===== src/nv_defines.svh =====
// Purpose: Shared constants of the non-volatile data access controller
// Assumes: 100 MHz system clock
// Notes:   Offsets, bit positions, reset values and cycle counts
`ifndef NV_DEFINES_SVH
`define NV_DEFINES_SVH

// Store geometry
`define NV_DEPTH        32
`define NV_ADDR_BITS    5

// Register locations; control sits in bank 1, the others answer in either bank
`define NV_CONTROL_OFS  8'h40
`define NV_CONTROL_BANK 1'b1
`define NV_ADDRESS_OFS  8'h1E
`define NV_DATA_OFS     8'h1F

// Control field positions
`define NV_BIT_WEN      3
`define NV_BIT_WTRIG    2
`define NV_BIT_REN      1
`define NV_BIT_RTRIG    0

// Reset values
`define NV_RESET_BYTE   8'h00

// Timing
`define NV_CLK_NS        10
`define NV_WRITE_TIME_NS 2000
`define NV_WRITE_CYCLES  ((`NV_WRITE_TIME_NS + `NV_CLK_NS - 1) / `NV_CLK_NS)
`define NV_READ_TIME_NS  20
`define NV_READ_CYCLES   ((`NV_READ_TIME_NS + `NV_CLK_NS - 1) / `NV_CLK_NS)

`endif


===== src/nv_pkg.sv =====
// Purpose: Types of the non-volatile data access controller
// Assumes: Nothing
// Notes:   Constants live in nv_defines.svh
package nv_pkg;

  // One-hot cycle states
  typedef enum logic [2:0] {
    ST_IDLE  = 3'b001,
    ST_READ  = 3'b010,
    ST_WRITE = 3'b100
  } nv_state_e;

  typedef logic [7:0] byte_t;

endpackage


===== src/nv_array_if.sv =====
// Purpose: Carrier between the controller and the storage array
// Assumes: Single clock, read data registered one cycle
// Notes:   ctrl drives the strobes, mem answers
`timescale 1ns/1ps
interface nv_array_if #(
  parameter int AW = 5,
  parameter int DW = 8
);
  logic          wrEn;  // Write strobe, one cycle
  logic          read_enable;  // Read strobe
  logic [AW-1:0] addr;  // Location index
  logic [DW-1:0] wdata; // Byte to store
  logic [DW-1:0] rdata; // Byte fetched

  modport ctrl (output wrEn, read_enable, addr, wdata, input rdata);
  modport mem  (input wrEn, read_enable, addr, wdata, output rdata);
endinterface


===== src/nv_array.sv =====
// Purpose: Byte-wide non-volatile storage array
// Assumes: Strobes come from the controller only
// Notes:   Contents are not reset, as befits retained memory
`timescale 1ns/1ps
module nv_array #(
  parameter int DEPTH = 32,
  parameter int AW    = 5
) (
  input wire logic clk,  // System clock
  nv_array_if.mem  port  // Controller side
);

  logic [7:0] mem [DEPTH];

  // Storage and registered read port
  always_ff @(posedge clk) begin
    if (port.wrEn) begin
      mem[port.addr] <= port.wdata;
    end
    if (port.read_enable) begin
      port.rdata <= mem[port.addr];
    end
  end

endmodule // nv_array


===== src/nv_write_timer.sv =====
// Purpose: Programming-time timer for write cycles
// Assumes: start is a one-cycle pulse while the timer is idle
// Notes:   Free of the core's pacing; only the system clock is available here
`timescale 1ns/1ps
module nv_write_timer #(
  parameter int CYCLES = 200
) (
  input  wire logic clk,   // System clock
  input  wire logic srst,  // Synchronous reset
  input  wire logic start, // Launch pulse
  output logic      busy,  // Programming in progress
  output logic      done   // Last cycle of programming
);
  localparam int CW = $clog2(CYCLES + 1);

  logic [CW-1:0] count;
  logic [CW-1:0] next_count;

  // Load on start, then count down to zero
  always_comb begin
    next_count = count;
    if (start) begin
      next_count = CW'(CYCLES);
    end else if (count != '0) begin
      next_count = count - CW'(1);
    end
  end

  always_ff @(posedge clk) begin
    if (srst) begin
      count <= '0;
    end else begin
      count <= next_count;
    end
  end

  assign busy = (count != '0);
  assign done = (count == CW'(1));
endmodule // nv_write_timer


===== src/eeprom_data_access_ctrl.sv =====
// Purpose: Byte access controller for a 32 x 8 non-volatile data store
// Assumes: Core register port is synchronous; bank and indirect flags come with each access
// Notes:   Control register answers only to indirect access in bank 1
//
// Functional notes
// - Store holds 32 bytes, not memory mapped, one byte per operation.
// - Address register keeps a 5-bit index, resets to zero, top bits read zero.
// - Data register is 8-bit read/write, resets zero, carries write and read data.
// - Control register sits at 40H bank 1, reachable only indirectly.
// - Control bit 3 is write enable; while clear no write starts.
// - Bit 2 starts a write only if enable already set; cleared at end.
// - Bit 0 starts a read if enabled; cleared at end with data loaded.
// - Read data stays in the data register until the next operation.
// - Write is timed by an internal timer; trigger stays set throughout.
// - Reset clears write enable so nothing is written until re-enabled.
// - Interrupt request is raised when a read or write cycle ends.
// - Write end sets both the block flag and the shared flag.
// - Vector jump needs global, block and shared enables and a free stack.
// - Servicing clears only the shared flag; software clears the block flag.
`timescale 1ns/1ps
`include "nv_defines.svh"
module eeprom_data_access_ctrl
  import nv_pkg::*;
#(
  parameter int WRITE_CYCLES = `NV_WRITE_CYCLES,
  parameter int READ_CYCLES  = `NV_READ_CYCLES
) (
  input  wire logic       clk,           // System clock
  input  wire logic       srst,          // Synchronous reset, high
  input  wire logic [7:0] regAddr,       // Register offset
  input  wire logic       regIndirect,   // Access made through the indirect register
  input  wire logic       bankSelect,    // Data bank of this access
  input  wire logic       regWr,         // Write strobe
  input  wire logic       regRd,         // Read strobe
  input  wire logic [7:0] regWdata,      // Write data
  output logic      [7:0] regRdata,      // Read data, one cycle after regRd
  input  wire logic       globalIntEn,   // Global interrupt enable
  input  wire logic       nvIrqEnable,   // Block interrupt enable
  input  wire logic       mfIntEnable,   // Shared interrupt enable
  input  wire logic       stackFull,     // No room for a return address
  input  wire logic       irqServiced,   // Shared vector taken
  input  wire logic       nvFlagClear,   // Software clears the block flag
  output logic            nvIrqFlag,     // Block request flag
  output logic            mfIrqFlag,     // Shared request flag
  output logic            vectorRequest, // Jump to the shared vector
  output logic            busy           // Cycle in progress
);

  ////////////////////////////////////////////////////////////////////////////
  // Declarations

  localparam int AW = `NV_ADDR_BITS;
  nv_state_e     state;
  nv_state_e     next_state;
  logic [AW-1:0] nvAddress;
  logic [AW-1:0] next_nvAddress;
  byte_t         nvData;
  byte_t         next_nvData;
  logic          writeEnable;
  logic          next_writeEnable;
  logic          writeTrigger;
  logic          next_writeTrigger;
  logic          readEnable;
  logic          next_readEnable;
  logic          readTrigger;
  logic          next_readTrigger;
  logic [AW-1:0] capAddr;
  logic [AW-1:0] next_capAddr;
  byte_t         capData;
  byte_t         next_capData;
  logic [1:0]    readCnt;
  logic [1:0]    next_readCnt;
  byte_t         next_regRdata;
  logic          next_nvIrqFlag;
  logic          next_mfIrqFlag;
  logic          next_vectorRequest;
  logic          next_busy;
  logic          ctrlHit;
  logic          addrHit;
  logic          dataHit;
  logic          startWrite;
  logic          startRead;
  logic          readEnd;
  logic          writeEnd;
  logic          timerBusy;
  logic          timerDone;
  nv_array_if #(.AW(AW), .DW(8)) arr ();

  // Byte view of the control register
  function automatic byte_t ctrlByte(input logic wen, input logic wt,
                                     input logic ren, input logic rt);
    byte_t b;
    b = `NV_RESET_BYTE;
    b[`NV_BIT_WEN]   = wen;
    b[`NV_BIT_WTRIG] = wt;
    b[`NV_BIT_REN]   = ren;
    b[`NV_BIT_RTRIG] = rt;
    return b;
  endfunction

  ////////////////////////////////////////////////////////////////////////////
  // Address decode

  // Control needs the indirect path and bank 1; a direct access never reaches it
  assign ctrlHit = regIndirect && (bankSelect == `NV_CONTROL_BANK)
                 && (regAddr == `NV_CONTROL_OFS);
  assign addrHit = !regIndirect && (regAddr == `NV_ADDRESS_OFS);
  assign dataHit = !regIndirect && (regAddr == `NV_DATA_OFS);

  // Triggers qualify on enables already stored, so setting both at once fails
  assign startWrite = (state == ST_IDLE) && regWr && ctrlHit
                    && regWdata[`NV_BIT_WTRIG] && writeEnable;
  assign startRead  = (state == ST_IDLE) && regWr && ctrlHit && !startWrite
                    && regWdata[`NV_BIT_RTRIG] && readEnable;
  assign readEnd    = (state == ST_READ)
                    && (readCnt == 2'(READ_CYCLES - 1));
  assign writeEnd   = (state == ST_WRITE) && timerDone;

  ////////////////////////////////////////////////////////////////////////////
  // Register file

  // Software writes, with hardware updates taking priority
  always_comb begin
    next_nvAddress    = nvAddress;
    next_nvData       = nvData;
    next_writeEnable  = writeEnable;
    next_writeTrigger = writeTrigger;
    next_readEnable   = readEnable;
    next_readTrigger  = readTrigger;
    if (regWr && addrHit) begin
      next_nvAddress = regWdata[AW-1:0];
    end
    if (regWr && dataHit) begin
      next_nvData = regWdata;
    end
    if (regWr && ctrlHit) begin
      next_writeEnable = regWdata[`NV_BIT_WEN];
      next_readEnable  = regWdata[`NV_BIT_REN];
    end
    if (startWrite) begin
      next_writeTrigger = 1'b1;
    end
    if (startRead) begin
      next_readTrigger = 1'b1;
    end
    // Read result lands last, so it wins over a same-cycle data write
    if (readEnd) begin
      next_nvData      = arr.rdata;
      next_readTrigger = 1'b0;
    end
    if (writeEnd) begin
      next_writeTrigger = 1'b0;
    end
  end

  always_ff @(posedge clk) begin
    if (srst) begin
      nvAddress    <= '0;
      nvData       <= `NV_RESET_BYTE;
      writeEnable  <= 1'b0;
      writeTrigger <= 1'b0;
      readEnable   <= 1'b0;
      readTrigger  <= 1'b0;
    end else begin
      nvAddress    <= next_nvAddress;
      nvData       <= next_nvData;
      writeEnable  <= next_writeEnable;
      writeTrigger <= next_writeTrigger;
      readEnable   <= next_readEnable;
      readTrigger  <= next_readTrigger;
    end
  end

  // Registered read mux; unmapped offsets read as zero
  always_comb begin
    next_regRdata = regRdata;
    if (regRd) begin
      next_regRdata = `NV_RESET_BYTE;
      if (ctrlHit) begin
        next_regRdata = ctrlByte(writeEnable, writeTrigger, readEnable, readTrigger);
      end else if (addrHit) begin
        next_regRdata = {{(8-AW){1'b0}}, nvAddress};
      end else if (dataHit) begin
        next_regRdata = nvData;
      end
    end
  end

  always_ff @(posedge clk) begin
    if (srst) begin
      regRdata <= `NV_RESET_BYTE;
    end else begin
      regRdata <= next_regRdata;
    end
  end

  ////////////////////////////////////////////////////////////////////////////
  // Cycle sequencer

  // Address and data are frozen at launch so later software writes cannot disturb the cycle
  always_comb begin
    next_state   = state;
    next_capAddr = capAddr;
    next_capData = capData;
    next_readCnt = readCnt;
    case (state)
      ST_IDLE: begin
        next_readCnt = '0;
        if (startWrite) begin
          next_state   = ST_WRITE;
          next_capAddr = nvAddress;
          next_capData = nvData;
        end else if (startRead) begin
          next_state   = ST_READ;
          next_capAddr = nvAddress;
        end
      end
      ST_READ: begin
        next_readCnt = readCnt + 2'd1;
        if (readEnd) begin
          next_state = ST_IDLE;
        end
      end
      ST_WRITE: begin
        // Trigger held until the programming timer runs out
        if (writeEnd) begin
          next_state = ST_IDLE;
        end
      end
      default: begin
        next_state = ST_IDLE;
      end
    endcase
  end

  always_ff @(posedge clk) begin
    if (srst) begin
      state   <= ST_IDLE;
      capAddr <= '0;
      capData <= `NV_RESET_BYTE;
      readCnt <= '0;
    end else begin
      state   <= next_state;
      capAddr <= next_capAddr;
      capData <= next_capData;
      readCnt <= next_readCnt;
    end
  end

  // Array strobes; write lands on the timer's last cycle
  assign arr.read_enable  = (state == ST_READ);
  assign arr.wrEn  = writeEnd;
  assign arr.addr  = capAddr;
  assign arr.wdata = capData;

  nv_array #(.DEPTH(`NV_DEPTH), .AW(AW)) u_array (
    .clk  (clk),
    .port (arr)
  );

  nv_write_timer #(.CYCLES(WRITE_CYCLES)) u_timer (
    .clk   (clk),
    .srst  (srst),
    .start (startWrite),
    .busy  (timerBusy),
    .done  (timerDone)
  );

  ////////////////////////////////////////////////////////////////////////////
  // Interrupt flags

  // Set wins over clear for both flags
  always_comb begin
    next_nvIrqFlag = (nvIrqFlag && !nvFlagClear) || readEnd || writeEnd;
    next_mfIrqFlag = (mfIrqFlag && !irqServiced) || readEnd || writeEnd;
    next_vectorRequest = globalIntEn && nvIrqEnable && mfIntEnable
                       && !stackFull && nvIrqFlag && mfIrqFlag;
    next_busy = (next_state != ST_IDLE);
  end

  always_ff @(posedge clk) begin
    if (srst) begin
      nvIrqFlag     <= 1'b0;
      mfIrqFlag     <= 1'b0;
      vectorRequest <= 1'b0;
      busy          <= 1'b0;
    end else begin
      nvIrqFlag     <= next_nvIrqFlag;
      mfIrqFlag     <= next_mfIrqFlag;
      vectorRequest <= next_vectorRequest;
      busy          <= next_busy;
    end
  end
endmodule // eeprom_data_access_ctrl


===== config.mk =====
export PLATFORM = sky130hd
export DESIGN_NAME = eeprom_data_access_ctrl
export DESIGN_NICKNAME = d
export VERILOG_FILES = /design/src/nv_pkg.sv /design/src/nv_array_if.sv /design/src/nv_array.sv /design/src/nv_write_timer.sv /design/src/eeprom_data_access_ctrl.sv
export VERILOG_INCLUDE_DIRS = /design/src /design/src/src
export SDC_FILE = /design/constraint.sdc
export NUM_CORES = 1
export LEC_CHECK = 0
export BUFFER_PORTS_ARGS = -buffer_cell sky130_fd_sc_hd__buf_2
export CAP_MARGIN = 20
export CORE_MARGIN = 2
export CORE_UTILIZATION = 40
export CTS_CLUSTER_SIZE = 30
export DETAILED_ROUTE_END_ITERATION = 10
export PLACE_DENSITY_LB_ADDON = 0.3
export SYNTH_ARGS = -nofsm -noshare
export SYNTH_HDL_FRONTEND = slang
export SYNTH_SLANG_ARGS = --single-unit

===== constraint.sdc =====
create_clock -name clk -period 3.5 [get_ports clk]
set_input_delay 0.175 -clock clk [delete_from_list [all_inputs] [get_ports clk]]
set_output_delay 0.175 -clock clk [all_outputs]
set_load 0.01 [all_outputs]

==> qor.yml, run 1 <==
outcome:
  status: "completed"
run:
  max-cap-violations: 0
logic_synthesis:
  synth_top_cell_by_area: "edfxtp_1"
  synth_area_mm2: 0.0128
  synth_seq_cells: 319
  syn_inst: 862
  synthTopCellsByArea: "edfxtp_1 62%, mux2i_1 10%, dfxtp_1 8.6%, o22ai_1 3.2%, a21oi_1 1.5%"
  syn_nets: 893
  synth_edf_count: 264
  synth.lib_cells_used.distinct: 50
  yosysWarnings: 0
  yosysSeqAreaShare: 0.704
  synthArstFlopShare: 0
  netlist.area_leader.share: 0.618
  avgSynthCellArea_um2: 14.9
  ys.flop_type: "edfxtp_1"
pwr:
  ir_drop_mv: 0.283
  cellLeakagePower_nw: 5.05
  powerDensity_mw_per_mm2: 541
finish:
  fin_nets: 960
  n_antenna_cell: 0
  utilization: 0.470
  drive_above_1_share: 0.173
  fillers: 2717
  syn2layout_area_growth_pct: 15.6
routing:
  detail-route-antenna-nets: 0
  drc: 0
  dr.first_iter.drc_count: 780
  viasPerCell: 5.66
  first_pass_iters: 8
  avgRoutedWirePerCell_um: 23.2
  vias: 7678
  drt-total-wl_mm: 31.5
floorplan:
  initial_core_util: 0.406
  die_x_um: 183
  rows: 65
  pin_count: 40
  core-area_mm2: 0.0316
  die_h_um: 183
  die_area_mm2: 0.0335
placed_design:
  place_congestion: 0.901
  dp_hpwl_mm: 20.0
  port_buffers: 39
sta:
  hold_viol_final: 0
  slew_viol_final: 0
  setup_tns_ns: 0
  max-slew-margin-rel: 0.272
  fmaxAchievable_mhz: 346
  rsz0062_at_grt: "false"
  tightest_slew_ns: 1.09
  setup_viol: 0
  period_share: 0.826
  whs_ns: 0.0478
  clock_skew_ns: 0.0160
  period_minus_slack_ns: 2.89
global_routing:
  antenna_found_initial: 0
  grt_start_max_net_pins: 56
  grt_pass1_wl_mm: 47.0
  overflow: 0
  track_usage: 0.188
  grt_pass1_vias: 7511
clocking:
  clk-insertion-delay-late_ns: 0.51
  cts.htree.levels: 2
  cts_setup_buffers: 0
  cts_tree: "built"
  clock_sinks: 319
  clkSlewWorstSetupHoldPaths_ns: 0.06
  postCtsResizedCells: 0
  postCtsHoldBufs: 11
  cts_inserted_buffers: 35
  cts_root_buffer: "clkbuf_16"
  clock_path_buffers: 3
setup_path:
  critPathLaunchType: "flip-flop"
  cp-end-kind: "flip-flop"
  crit_required_ns: 3.64
  arrival_ns: 3.03
  crit_type: "reg2reg"
  cp_max_fo: 8
worst_hold_path:
  hp-class: "in2reg"
## routing by layer
metal  track usage  share of wire  vias to the layer above
met5             0              0                        -
met4        0.0566          0.026                        0
met3        0.0377          0.072                       45
met2         0.306           0.47                      297
met1         0.257           0.43                     3832
li1              -              -                     3504
## where the power goes
part / switching, mW / total, mW / internal [mW]
registers: 0.0420 / 4.13 / 4.09
clock network: 1.43 / 3.61 / 2.18
logic: 0.150 / 0.285 / 0.135
total: 1.62 / 8.02 / 6.40
## sequential cells by signal, indices dropped and copies added, names as in the netlist, 2 cells and up
register,flops
u_array.mem,256
arr.wdata,8
nvData,8
regRdata,8
u_array.port.rdata,8
u_timer.count,8
arr.addr,5
nvAddress,5
state,3
readCnt,2
## cell type report
cell class | instances | area, um^2 | share of cell area
clock buffers | 46 | 973 | 0.0657
clock inverters | 17 | 159 | 0.0107
inverters | 13 | 48.8 | 0.00329
multi-input cells | 477 | 3520 | 0.238
flip-flops and latches | 319 | 9040 | 0.610
well taps | 402 | 503 | 0.0339
repair buffers | 83 | 578 | 0.0390
## synth_stat cells, types with 4 or more instances
master,number
buf_2,12
a211oi_2,8
a211oi_1,5
nand3_1,22
o21ai_1,9
buf_1,4
nand4b_1,4
o22ai_1,65
nand2b_1,7
nand3b_1,5
mux2_2,14
a22oi_1,4
clkbuf_1,34
or4b_2,4
a21oi_1,38
nor4_1,20
inv_1,13
edfxtp_1,264
nand2_1,24
o21ai_0,7
nor3_1,10
xnor2_1,4
nand4bb_1,8
mux2i_1,134
nand4_1,6
dfxtp_1,55
nor2_1,46
## worst max-delay path, stage by stage, from the launching register on
cell and delay, ns:
dfxtp_1 0.46, nor3b_1 0.34, and4_1 0.44, or3b_1 0.64
nor2_1 0.64
## worst paths after layout
path	start	slack [ns]	end	cells after the start
worst max-delay path	state[2]$_SDFF_PP0_	0.61	u_array.mem[16][5]$_DFFE_PP_	4
worst min-delay path	regRd	0.05	regRdata[0]$_SDFFE_PP0P_	2
worst max register to register	state[2]$_SDFF_PP0_	0.61	u_array.mem[16][5]$_DFFE_PP_	4
worst min register to register	readTrigger$_SDFFE_PP0P_	0.46	readTrigger$_SDFFE_PP0P_	2
## cells by family (layout without fill, tap and decap cells)
logic type | count (synthesis) | count (layout) | synth area share
adders and majority gates | 3 | 3 | 0.00293
AOI/OAI and AO/OA | 141 | 141 | 0.0689
and+or+nand+nor | 181 | 181 | 0.0826
buffers and inverters | 66 | 159 | 0.0220
muxes | 148 | 148 | 0.117
xor gates and xnor gates | 4 | 4 | 0.00273
DFF | 319 | 319 | 0.704
## metrics by stage
step	instance area, um^2	worst slack, ns	instances	power (mW)
after floorplan	12800	0.944	862	4.42
after global placement	13600	0.749	1283	4.48
after detailed placement	13600	0.645	1283	4.49
after CTS	14800	0.622	1357	8.08
after global routing	14800	0.395	1357	8.28
final	14800	0.608	1357	8.02
## layout by cell type, fill, tap and decap left out, types with 8 or more instances in the layout
cell type / netlist / routed
edfxtp_1: 264 / 264
mux2i_1: 134 / 134
o22ai_1: 65 / 65
dfxtp_1: 55 / 49
nor2_1: 46 / 46
buf_2: 12 / 39
a21oi_1: 38 / 38
clkbuf_16: 0 / 37
buf_4: 1 / 31
nand2_1: 24 / 24
nand3_1: 22 / 22
nor4_1: 20 / 20
mux2_2: 14 / 14
inv_1: 13 / 13
dlygate4sd3_1: 0 / 11
nor3_1: 10 / 10
o21ai_1: 9 / 9
nand4bb_1: 8 / 8
a211oi_2: 8 / 8
Note: power is estimated with default switching activity, not from simulation.
==> run 2, diff against run 1 <==
==> constraint.sdc (replaced) <==
create_clock -name clk -period 2.5 [get_ports clk]
set_input_delay 0.125 -clock clk [delete_from_list [all_inputs] [get_ports clk]]
set_output_delay 0.125 -clock clk [all_outputs]
set_load 0.01 [all_outputs]
==> run 2 against run 1 <==
Total power increased by 39%. Global-route usage grew 0.97 points. First-iteration DRC count rose by 6.3%. Largest power group unchanged. Critical path depth unchanged. Maximum frequency grew 20%. Critical endpoint is now u_array.port.rdata[0]$_DFFE_PP_. Core utilization increased by 1.4 points. Non-clock buffer count increased by 56.
==> qor.yml, run 2 (synthesized netlist as in run 1, its figures left out) <==
sta:
  tightest_slew_ns: 0.813
  max-slew-margin-rel: 0.457
  clock_skew_ns: 0.0156
  hold_viol_final: 0
  fmaxAchievable_mhz: 416
  period_share: 0.961
  whs_ns: 0.0925
  period_minus_slack_ns: 2.40
  setup_viol: 0
  rsz0062_at_grt: "false"
  postLayoutSetupSlackWorst_ns: 0.0982
  setup_tns_ns: 0
  slew_viol_final: 0
floorplan:
  pin_count: 40
  die_h_um: 183
  core-area_mm2: 0.0316
  die_x_um: 183
  initial_core_util: 0.406
  die_area_mm2: 0.0335
  rows: 65
pwr:
  powerDensity_mw_per_mm2: 731
  cellLeakagePower_nw: 5.33
  ir_drop_mv: 0.404
placed_design:
  port_buffers: 39
  pre_cts_ws_ns: 0.197
  place_congestion: 0.955
  dp_hpwl_mm: 21.8
clocking:
  cts_setup_buffers: 0
  clkSlewWorstSetupHoldPaths_ns: 0.06
  cts_tree: "built"
  clock_sinks: 319
  postCtsResizedCells: 0
  clock_path_buffers: 3
  clk-insertion-delay-late_ns: 0.51
  cts_root_buffer: "clkbuf_16"
  cts.htree.levels: 2
  cts_inserted_buffers: 34
routing:
  avgRoutedWirePerCell_um: 23.3
  detail-route-antenna-nets: 0
  drt-total-wl_mm: 32.8
  viasPerCell: 5.60
  dr.first_iter.drc_count: 829
  first_pass_iters: 5
  vias: 7886
  drc: 0
global_routing:
  grt_start_max_net_pins: 36
  overflow: 0
  antenna_found_initial: 0
  grt_pass1_wl_mm: 49.0
  track_usage: 0.198
  grt_pass1_vias: 7753
worst_hold_path:
  hp-start: "regWdata[7]"
  hp-class: "in2reg"
finish:
  n_antenna_cell: 0
  fin_nets: 1015
  syn2layout_area_growth_pct: 19.0
  drive_above_1_share: 0.213
  largest_register: "u_array.mem"
  final_common_cell: "edfxtp_1"
  largest_reg_flops: 256
  utilization: 0.484
  layout_common_cells: "264 x edfxtp_1, 134 x mux2i_1, 82 x buf_4"
setup_path:
  cp_max_fo: 22
  arrival_ns: 2.64
  timing.rr.start: "arr.addr[4]$_SDFFE_PP0P_"
  cp-end-kind: "flip-flop"
  crit_slowest_cell: "dfxtp_1"
  worstPathCellList: "nand4b_1 > o22ai_1 > nor4_1 > nand2_1"
  crit_required_ns: 2.74
  crit_start: "arr.addr[4]$_SDFFE_PP0P_"
  critPathMaxStageDelay_ns: 0.77
  cp_num_buf_inv: 0
  crit_type: "reg2reg"
  critPathLaunchType: "flip-flop"
  cpLargestDelayFamily: "simple AND/OR/NAND/NOR gates"
outcome:
  status: "completed"
run:
  max-cap-violations: 0
## run 2: cell count changes in the layout (fill, tap and decap cells not counted), sizes merged
cell,before,now
dlygate4sd3,11,12
clkbuf,46,40
buf,72,127
clkinvlp,0,2
## run 2: final cells by class
cell class	instances	area [um^2]
Multi-Input combinational cell	477	3530
Timing Repair Buffer	139	1050
Inverter	13	48.8
Clock buffer	40	937
Fill cell	2711	16300
Clock inverter	19	164
Sequential cell	319	9030
Tap cell	402	503
## run 2: worst paths after layout
check / cells past startpoint / end / slack (ns)
setup / recovery: 4 / u_array.port.rdata[0]$_DFFE_PP_ / 0.1
hold / removal: 4 / nvData[7]$_SDFFE_PP0P_ / 0.09
setup reg to reg: 4 / u_array.port.rdata[0]$_DFFE_PP_ / 0.1
hold reg to reg: 2 / readTrigger$_SDFFE_PP0P_ / 0.46
## run 2: stage by stage
stage / total power, mW / cell area [um^2] / cells
6_report: 11.2 / 15300 / 1409
2_1_floorplan: 6.18 / 12800 / 862
3_5_place_dp: 6.30 / 14000 / 1338
3_3_place_gp: 6.30 / 14000 / 1338
5_1_grt: 11.5 / 15300 / 1409
4_1_cts: 11.2 / 15300 / 1409
## run 2: tightest hold or removal path, cell delays in order
cell,delay (ns)
buf_2,0.09
mux2_2,0.14
a21oi_1,0.04
a211oi_2,0.17
## run 2: power breakdown
group / switching (mW) / leakage, nW / internal (mW) / total (mW)
clock: 1.98 / 0.536 / 2.98 / 4.96
combinational: 0.213 / 1.27 / 0.210 / 0.424
sequential: 0.0595 / 3.52 / 5.72 / 5.78
total: 2.26 / 5.33 / 8.91 / 11.2
## run 2: what timing repair did
item,4_1_cts,5_1_grt
setup endpoints to repair,0,0
hold buffers,12,0
endpoints found under the hold margin,19,0
## run 2: per-layer routing
layer	vias to the layer above	wire length, um	global-route usage
li1	3607	-	-
met1	3890	14500	0.278
met2	330	15100	0.315
met3	59	2330	0.0349
met4	0	922	0.0624
met5	-	0	0
